File: config.mk
export PLATFORM = sky130hd
export DESIGN_NAME = foc_classifier
export DESIGN_NICKNAME = d
export VERILOG_FILES = /design/src/common/foc_pkg.sv /design/src/rtl/foc_classifier.sv
export SDC_FILE = /design/constraint.sdc
export NUM_CORES = 1
export LEC_CHECK = 0
export BUFFER_PORTS_ARGS = -buffer_cell sky130_fd_sc_hd__buf_2
export CORE_MARGIN = 2
export CORE_UTILIZATION = 50
export CTS_CLUSTER_SIZE = 40
export DETAILED_ROUTE_END_ITERATION = 16
export GPL_TIMING_DRIVEN = 0
export HOLD_SLACK_MARGIN = 0.02
export PLACE_DENSITY = 0.8
export SLEW_MARGIN = 20
export SYNTH_ARGS = -nofsm -noshare
export SYNTH_HDL_FRONTEND = slang
export SYNTH_SLANG_ARGS = --single-unit
File: constraint.sdc
create_clock -name sys_clk -period 1.1 [get_ports sys_clk]
set_clock_uncertainty 0.1 [all_clocks]
set_input_delay 0 -clock sys_clk [delete_from_list [all_inputs] [get_ports sys_clk]]
set_output_delay 0 -clock sys_clk [all_outputs]
set_load 0.1 [all_outputs]
File: src/common/foc_pkg.sv
package foc_pkg;

	// ************************************************************
	// Operand format constants.
	// ************************************************************

	// Single precision field layout.
	localparam int SGL_SIGN_POS = 31;
	localparam int SGL_EXP_MSB  = 30;
	localparam int SGL_EXP_LSB  = 23;
	localparam int SGL_FRAC_MSB = 22;
	localparam int SGL_EXP_W    = 8;
	localparam int SGL_FRAC_W   = 23;

	// Double precision field layout.
	localparam int DBL_SIGN_POS = 63;
	localparam int DBL_EXP_MSB  = 62;
	localparam int DBL_EXP_LSB  = 52;
	localparam int DBL_FRAC_MSB = 51;
	localparam int DBL_EXP_W    = 11;
	localparam int DBL_FRAC_W   = 52;

	// Exponent biases.
	localparam logic signed [12:0] SGL_BIAS = 13'sh007F;
	localparam logic signed [12:0] DBL_BIAS = 13'sh03FF;

	// Exception code for an invalid operation, and the no-exception code.
	localparam logic [2:0] EXC_NONE    = 3'h0;
	localparam logic [2:0] EXC_INVALID = 3'h5;

	// Reset values.
	localparam logic [2:0] EXC_RESET = 3'h0;

	// Operand class.
	typedef enum logic [2:0] {
		FOC_CLS_NORM,
		FOC_CLS_PZERO,
		FOC_CLS_NZERO,
		FOC_CLS_INF_NAN,
		FOC_CLS_DENORM
	} foc_class_t;

	// Operation kinds seen by the classifier.
	typedef enum logic [1:0] {
		FOC_OP_MOVE,
		FOC_OP_NEG,
		FOC_OP_ARITH,
		FOC_OP_DIV
	} foc_op_t;

	// A request: operand, its width, and the operation it feeds.
	typedef struct packed {
		logic [63:0] operand;
		logic        isDouble;
		foc_op_t     op;
	} foc_req_t;

	// Decoded operand, in a common wide layout.
	typedef struct packed {
		logic                sign;
		logic [10:0]         expField;
		logic signed [12:0]  trueExp;
		logic [52:0]         significand;
		foc_class_t          cls;
	} foc_dec_t;

endpackage

File: src/rtl/foc_classifier.sv
`timescale 1ns/10ps
module foc_classifier
	import foc_pkg::*;
(
	input  wire logic             sys_clk,
	input  wire logic             rst_b,
	input  wire logic             clkEn,
	input  wire logic             reqValid,
	input  wire foc_pkg::foc_req_t req,
	input  wire logic             divisorZero,
	output logic                  decValid_ff,
	output foc_pkg::foc_dec_t     dec_ff,
	output logic [63:0]           result_ff,
	output logic                  resultValid_ff,
	output logic                  invalidTrap_ff,
	output logic [2:0]            exception_code_field_ff
);
	import foc_pkg::*;

	// ************************************************************
	// Field extraction.
	// ************************************************************

	logic        opSign;   // Sign bit of the selected format.
	logic [10:0] opExp;    // Exponent field, zero extended.
	logic [51:0] opFrac;   // Fraction field, left aligned for single.
	logic        expZero;  // Exponent field all zeroes.
	logic        expOnes;  // Exponent field all ones.
	logic        fracZero; // Fraction field all zeroes.

	// Pick fields by width; single fraction is left aligned so the binary point sits in one place.
	always_comb begin
		if (req.isDouble) begin
			opSign  = req.operand[DBL_SIGN_POS];
			opExp   = req.operand[DBL_EXP_MSB:DBL_EXP_LSB];
			opFrac  = req.operand[DBL_FRAC_MSB:0];
			expOnes = &req.operand[DBL_EXP_MSB:DBL_EXP_LSB];
		end else begin
			opSign  = req.operand[SGL_SIGN_POS];
			opExp   = {3'h0, req.operand[SGL_EXP_MSB:SGL_EXP_LSB]};
			opFrac  = {req.operand[SGL_FRAC_MSB:0], 29'h00000000};
			expOnes = &req.operand[SGL_EXP_MSB:SGL_EXP_LSB];
		end
		expZero  = (opExp == 11'h000);
		fracZero = (opFrac == 52'h0000000000000);
	end

	// ************************************************************
	// Classification.
	// ************************************************************

	foc_class_t       nxtCls;      // Class of the incoming operand.
	logic             isReserved;  // Infinity, NaN or denormal.
	logic signed [12:0] nxtTrueExp; // Exponent with the bias removed.

	// Exponent decides first; zero versus denormal only when it is all zeroes.
	always_comb begin
		if (expOnes) begin
			nxtCls = FOC_CLS_INF_NAN;
		end else if (expZero && fracZero) begin
			nxtCls = opSign ? FOC_CLS_NZERO : FOC_CLS_PZERO;
		end else if (expZero) begin
			nxtCls = FOC_CLS_DENORM;
		end else begin
			nxtCls = FOC_CLS_NORM;
		end
		isReserved = (nxtCls == FOC_CLS_INF_NAN) || (nxtCls == FOC_CLS_DENORM);
		// The sign of the value is applied by the consumer as (-1)^sign.
		nxtTrueExp = $signed({2'b00, opExp}) - (req.isDouble ? DBL_BIAS : SGL_BIAS);
	end

	// ************************************************************
	// Decode register.
	// ************************************************************

	// Decoded fields; zero and reserved forms carry no hidden one.
	always_ff @(posedge sys_clk or negedge rst_b) begin
		if (!rst_b) begin
			dec_ff      <= '0;
			decValid_ff <= 1'b0;
		end else if (clkEn) begin
			decValid_ff <= reqValid;
			if (reqValid) begin
				dec_ff.sign        <= opSign;
				dec_ff.expField    <= opExp;
				dec_ff.trueExp     <= nxtTrueExp;
				dec_ff.significand <= {nxtCls == FOC_CLS_NORM, opFrac};
				dec_ff.cls         <= nxtCls;
			end
		end
	end

	// ************************************************************
	// Move and negate result path.
	// ************************************************************

	logic invalidNow; // Trap condition for this request.

	// A plain move passes anything; every other use of a reserved operand traps,
	// as does zero divided by zero.
	assign invalidNow = reqValid &&
		((isReserved && req.op != FOC_OP_MOVE) ||
		 (req.op == FOC_OP_DIV && !isReserved && expZero && divisorZero));

	// Result of move or negate; a trapped request produces no result so negate never
	// generates a reserved form, while a move passes a reserved operand through unchanged.
	always_ff @(posedge sys_clk or negedge rst_b) begin
		if (!rst_b) begin
			result_ff      <= 64'h0000000000000000;
			resultValid_ff <= 1'b0;
		end else if (clkEn) begin
			resultValid_ff <= 1'b0;
			if (reqValid && !invalidNow) begin
				case (req.op)
					FOC_OP_MOVE: begin
						result_ff      <= req.operand;
						resultValid_ff <= 1'b1;
					end
					FOC_OP_NEG: begin
						// Only the sign flips; exponent and fraction stay put.
						result_ff <= req.operand ^
							(req.isDouble ? 64'h8000000000000000 : 64'h0000000080000000);
						resultValid_ff <= 1'b1;
					end
					default: begin
						resultValid_ff <= 1'b0;
					end
				endcase
			end
		end
	end

	// ************************************************************
	// Exception reporting.
	// ************************************************************

	// The code is rewritten on every request taken while the clock enable is high: invalid, otherwise none.
	always_ff @(posedge sys_clk or negedge rst_b) begin
		if (!rst_b) begin
			invalidTrap_ff          <= 1'b0;
			exception_code_field_ff <= EXC_RESET;
		end else if (clkEn) begin
			invalidTrap_ff <= invalidNow;
			if (reqValid) begin
				exception_code_field_ff <= invalidNow ? EXC_INVALID : EXC_NONE;
			end
		end
	end
endmodule
==> impl_metrics.tcl, run 1 <==
set metrics [dict create \
    most_used_dff_post_synth "sky130_fd_sc_hd__dfrtp_1" \
    yosysUniqueCellTypes 50 \
    cts-resized-gates 629 \
    syn_area_per_cell_sq_um 11.15 \
    buffer_ports.inserted 219 \
    initial_core_util 0.5137 \
    postSynthRegisterBits 148 \
    synth_area_sq_um 6509 \
    cts_num_sinks 148 \
    floorplan.io_pins 223 \
    async_reset_ff_frac 1.000 \
    fp.dieH_microns 118.1 \
    synth.top_cells.by_area "sky130_fd_sc_hd__dfrtp_1 57%, sky130_fd_sc_hd__mux2_1 8.5%, sky130_fd_sc_hd__nand2_1 6.8%" \
    numCtsBuffers 17 \
    syn-instance-count 584 \
    synth_enable_flop_cells 0 \
    synth-compound-area-share 0.06286 \
    outcome "did not finish" \
    largest_family_of_logic_cells_by_synthesized_area "multiplexers" \
    cts.root.buffer_cell "sky130_fd_sc_hd__clkbuf_16" \
    clk_path_buf_depth 2 \
    ys_warn_count 0 \
    routabilityCongestion 0.8830 \
    synth-simple-area-share 0.1540 \
    die_w_microns 118.1 \
    holdBufCountCts 66 \
    synth.largest_area_cell "sky130_fd_sc_hd__dfrtp_1" \
    synth_sequential_area_ratio 0.5690 \
    synth_largest_type_area_fraction 0.5690 \
    synth_mux_area_frac 0.1634 \
    dp_hpwl_mm 14.76 \
    cts_setup_buffers 41 \
    synth_xor_area_frac 0.01077 \
    failed_stage "clock tree synthesis (4_1_cts)" \
    synth_nets 658 \
    floorplan.rows 41 \
    htree_levels 4 \
    adder_and_majority_cell_fraction_of_the_synthesized_area 0.003845 \
    tool.error "[ERROR DPL-0033] detailed placement checks failed during check placement." \
]
[synthesized netlist by cell type, drive strengths merged, types with 2 or more instances]
cell type,count
nor4,10
nand3b,3
a31oi,2
mux2i,32
a221oi,2
xnor2,4
a21oi,6
inv,6
nor2,12
a21o,2
mux2,66
o31ai,2
buf,20
dfrtp,148
nand2b,2
ha,2
o21ai,37
or3b,2
o22a,3
nor3b,2
or4,5
nor4b,3
and2,2
nor3,8
nand4bb,2
nand4b,2
nand4,3
nand3,38
nand2,118
o31a,2
clkbuf,20
xor2,4
[stage by stage]
step / hold WS, ns / cell area [sq um] / cells / TNS (ns) / worst slack (ns)
3_5_place_dp: -0.09957 / 8334 / 976 / -146.73 / -1.614
3_3_place_gp: 0.1561 / 8297 / 975 / -457.09 / -2.508
2_1_floorplan: -0.3956 / 6985 / 584 / -79.89 / -1.104
[cells by family after synthesis]
kind of cell,Yosys count
and+or+nand+nor,215
buffers and inverters,46
AOI/OAI and AO/OA,66
DFF,148
other,1
adders and majority gates,2
xor gates and xnor gates,8
muxes,98
==> run 2, diff against run 1 <==
- CORE_UTILIZATION: 50 -> 40
- CTS_CLUSTER_SIZE: 40 -> unset
- HOLD_SLACK_MARGIN: 0.02 -> unset
- PLACE_DENSITY: 0.8 -> unset
- PLACE_DENSITY_LB_ADDON: unset -> 0.15
==> run 2 against run 1 <==
Effect of this change: the flow now finishes, with violations (negative hold slack, negative setup slack); area after synthesis unchanged; synthesized cell count unchanged.
==> impl_metrics.tcl, run 2 <==
set metrics [dict create \
    timing.hold.worst.class "input pin to flop" \
    worstSkewPairLatency_ns 0.42 \
    finish.utilization 0.8094 \
    synthToLayoutAreaGrowth_pct 97.54 \
    htree_levels 4 \
    worstSetupPathType "input pin to flop" \
    tritoncts "built" \
    setup_ws_ns -1.080 \
    synthTopCellsByCount "148 x sky130_fd_sc_hd__dfrtp_1, 118 x sky130_fd_sc_hd__nand2_1, 49 x sky130_fd_sc_hd__mux2_1" \
    wl_per_cell_microns 24.10 \
    cts.root.buffer_cell "sky130_fd_sc_hd__clkbuf_16" \
    synth_enable_flop_cells 0 \
    p_leak_nw 5.813 \
    max_slew.worst_pin.slew_ns 0.5383 \
    most_frequent_cells_in_the_layout "158 x sky130_fd_sc_hd__buf_12, 117 x sky130_fd_sc_hd__nand2_1, 77 x sky130_fd_sc_hd__dfrtp_1, 69 x sky130_fd_sc_hd__dfrtp_2" \
    dpl.cell_count 1020 \
    final_net_count 1021 \
    drive_gt1_frac 0.5385 \
    post-route-min-period_ns 2.180 \
    layout.cells.non_filler 1176 \
    violations "negative hold slack, negative setup slack" \
    max_reg_flops 80 \
    postSynthRegisterBits 148 \
    critical_path_s_largest_stage_delay_ns 0.56 \
    rsz_0062_raised_after_global_routing "true" \
    power-per-cell-area_nw_per_um2 2049 \
    initial_core_util 0.4097 \
    numCtsBuffers 17 \
    largestRegisters "dec_ff (80), result_ff (64)" \
    report.power.total_w 0.02634 \
    ant_nets 0 \
    routed_wl_mm 28.34 \
    grt_max_degree 78 \
    maxCapViolations 0 \
    vdd_drop_max_mv 1.234 \
    fmaxAchievable_ghz 0.4587 \
    post_drt_via_cell_ratio 5.543 \
    synth_nets 658 \
    worstSetupEndpointType "flop" \
    routabilityCongestion 0.8635 \
    ys_warn_count 0 \
    final-max-slew-violation-count 0 \
    cp_top_family "simple AND/OR/NAND/NOR gates" \
    arrival_ns 2.38 \
    gr-usage-all-layers 0.3134 \
    synthMostInstantiatedCell "sky130_fd_sc_hd__dfrtp_1" \
    yosysUniqueCellTypes 50 \
    synth_largest_type_area_fraction 0.5690 \
    report.final.setup_viol 229 \
    regMostFlops "dec_ff" \
    timing.critical_path.from_type "input pin" \
    synth.largest_area_cell "sky130_fd_sc_hd__dfrtp_1" \
    synth_sequential_area_ratio 0.5690 \
    synth.top_cells.by_area "sky130_fd_sc_hd__dfrtp_1 57%, sky130_fd_sc_hd__mux2_1 8.5%, sky130_fd_sc_hd__nand2_1 6.8%" \
    detail_route.first_pass.iterations 5 \
    globalRouteOverflowTotal 0 \
    most_used_dff_post_synth "sky130_fd_sc_hd__dfrtp_1" \
    layout.cells.most_common "sky130_fd_sc_hd__buf_12" \
    cts_num_sinks 148 \
    worstPathRequired_ns 1.30 \
    detailroute.via_count 6519 \
    syn-instance-count 584 \
    slew-limit-headroom 0.6411 \
    floorplan.io_pins 223 \
    core_region_area_sq_um 15890 \
    buffer_ports.inserted 219 \
    fin_hold_ws_ns -0.1493 \
    synth_area_sq_um 6509 \
    path_clk_slew_ns 0.06 \
    floorplan.rows 46 \
    cpMaxStageDelayCell "sky130_fd_sc_hd__or4_4" \
    final_hold_viol_count 1 \
    outcome "complete, but fails checks" \
    num-fill-cells 869 \
    critical_path.max_fanout 10 \
    syn_area_per_cell_sq_um 11.15 \
    crit_buf_inv 3 \
    antennaDiodeCount 0 \
    sequence_of_cells_on_the_critical_path "buf_2 > or4_4 > nor4_2 > o22a_1 > nand4bb_1 > a211oi_2 > buf_6 > buf_8 > mux2_1" \
    async_reset_ff_frac 1.000 \
    grt_antenna_before_repair 0 \
    fp.dieH_microns 131.6 \
    fp.dieArea_sq_um 17310 \
    number_of_violations_reported_at_the_end_of_detailed_routing_iteration_0 358 \
    clk_path_buf_depth 2 \
    die_w_microns 131.6 \
    drt_drc_violations_left 0 \
    number_of_global_route_vias_before_repair 6918 \
    dp_hpwl_mm 15.39 \
    final_min_period_over_clock_period 1.982 \
    wire_length_of_the_first_global_routing_pass_mm 41.62 \
]
run 2: cell counts after synthesis:
No cell type changed its count.
run 2: metrics by stage:
step / hold WS (ns) / setup slack (ns) / setup TNS, ns / area, sq um
after floorplan: -0.3956 / -1.104 / -79.89 / 6985
after global placement: 0.1583 / -2.571 / -472.96 / 8352
after detailed placement: -0.09817 / -1.562 / -147.82 / 8389
after CTS: -0.2243 / -0.9778 / -69.56 / 12130
after global routing: -0.1654 / -1.153 / -84.38 / 12860
final: -0.1493 / -1.080 / -76.91 / 12860
run 2: cells by family (layout without fill, tap and decap cells):
group | count (synthesis) | count (layout) | share of synthesized area
and+or+nand+nor | 215 | 215 | 0.1540
DFF | 148 | 148 | 0.5690
muxes | 98 | 98 | 0.1634
AOI/OAI and AO/OA | 66 | 66 | 0.06286
buffers and inverters | 46 | 422 | 0.03556
xor gates and xnor gates | 8 | 8 | 0.01076
adders and majority gates | 2 | 2 | 0.003844
other | 1 | 1 | 0.0005761
run 2: power by group:
group	internal [W]	total, W	switching (W)
sequential	0.00634	0.00735	0.00101
combinational	0.00458	0.0126	0.00806
clock	0.00403	0.00635	0.00232
total	0.0150	0.0263	0.0114
run 2: cell type report:
cell class | instances | area (sq um) | share of cell area
Buffer | 39 | 416.7 | 0.03241
Clock buffer | 23 | 488.0 | 0.03795
Clock inverter | 9 | 150.1 | 0.01168
Inverter | 6 | 27.53 | 0.002141
Multi-Input combinational cell | 390 | 3093 | 0.2406
Sequential cell | 148 | 3797 | 0.2953
Tap cell | 216 | 270.3 | 0.02102
Timing Repair Buffer | 345 | 4614 | 0.3589
run 2: what timing repair did:
item                                    CTS  global route
setup buffers                            29            27
endpoints found under the setup margin  284           321
gates resized for setup                 596           117
hold buffers                             66             3
pin swaps                                12            11
gates cloned                              1             0
hold endpoints to repair                283             7
run 2: path summary, 6_finish.rpt:
kind                       slack [ns]  depth (start not counted)           from       endpoint
min in group asynchronous           0                          2          rst_b  result_ff[54]
setup reg to reg                 0.01                          2  result_ff[21]  result_ff[21]
hold reg to reg                  0.42                          2     dec_ff[77]     dec_ff[77]
max in group asynchronous        0.16                          3          rst_b     dec_ff[40]
hold / removal                  -0.15                          2        req[56]  result_ff[53]
setup / recovery                -1.08                          9        req[13]  result_ff[21]
run 2: layer usage:
| layer | share of wire | track usage | routed length, microns | vias to the layer above |
|---|---|---|---|---|
| met5 | 0 | 0 | 0 | - |
| li1 | - | - | - | 2773 |
| met4 | 0.040 | 0.1238 | 1138 | 0 |
| met2 | 0.52 | 0.5352 | 14630 | 378 |
| met1 | 0.37 | 0.3782 | 10490 | 3268 |
| met3 | 0.074 | 0.08179 | 2087 | 100 |
Power figures use the tool's default switching activity.
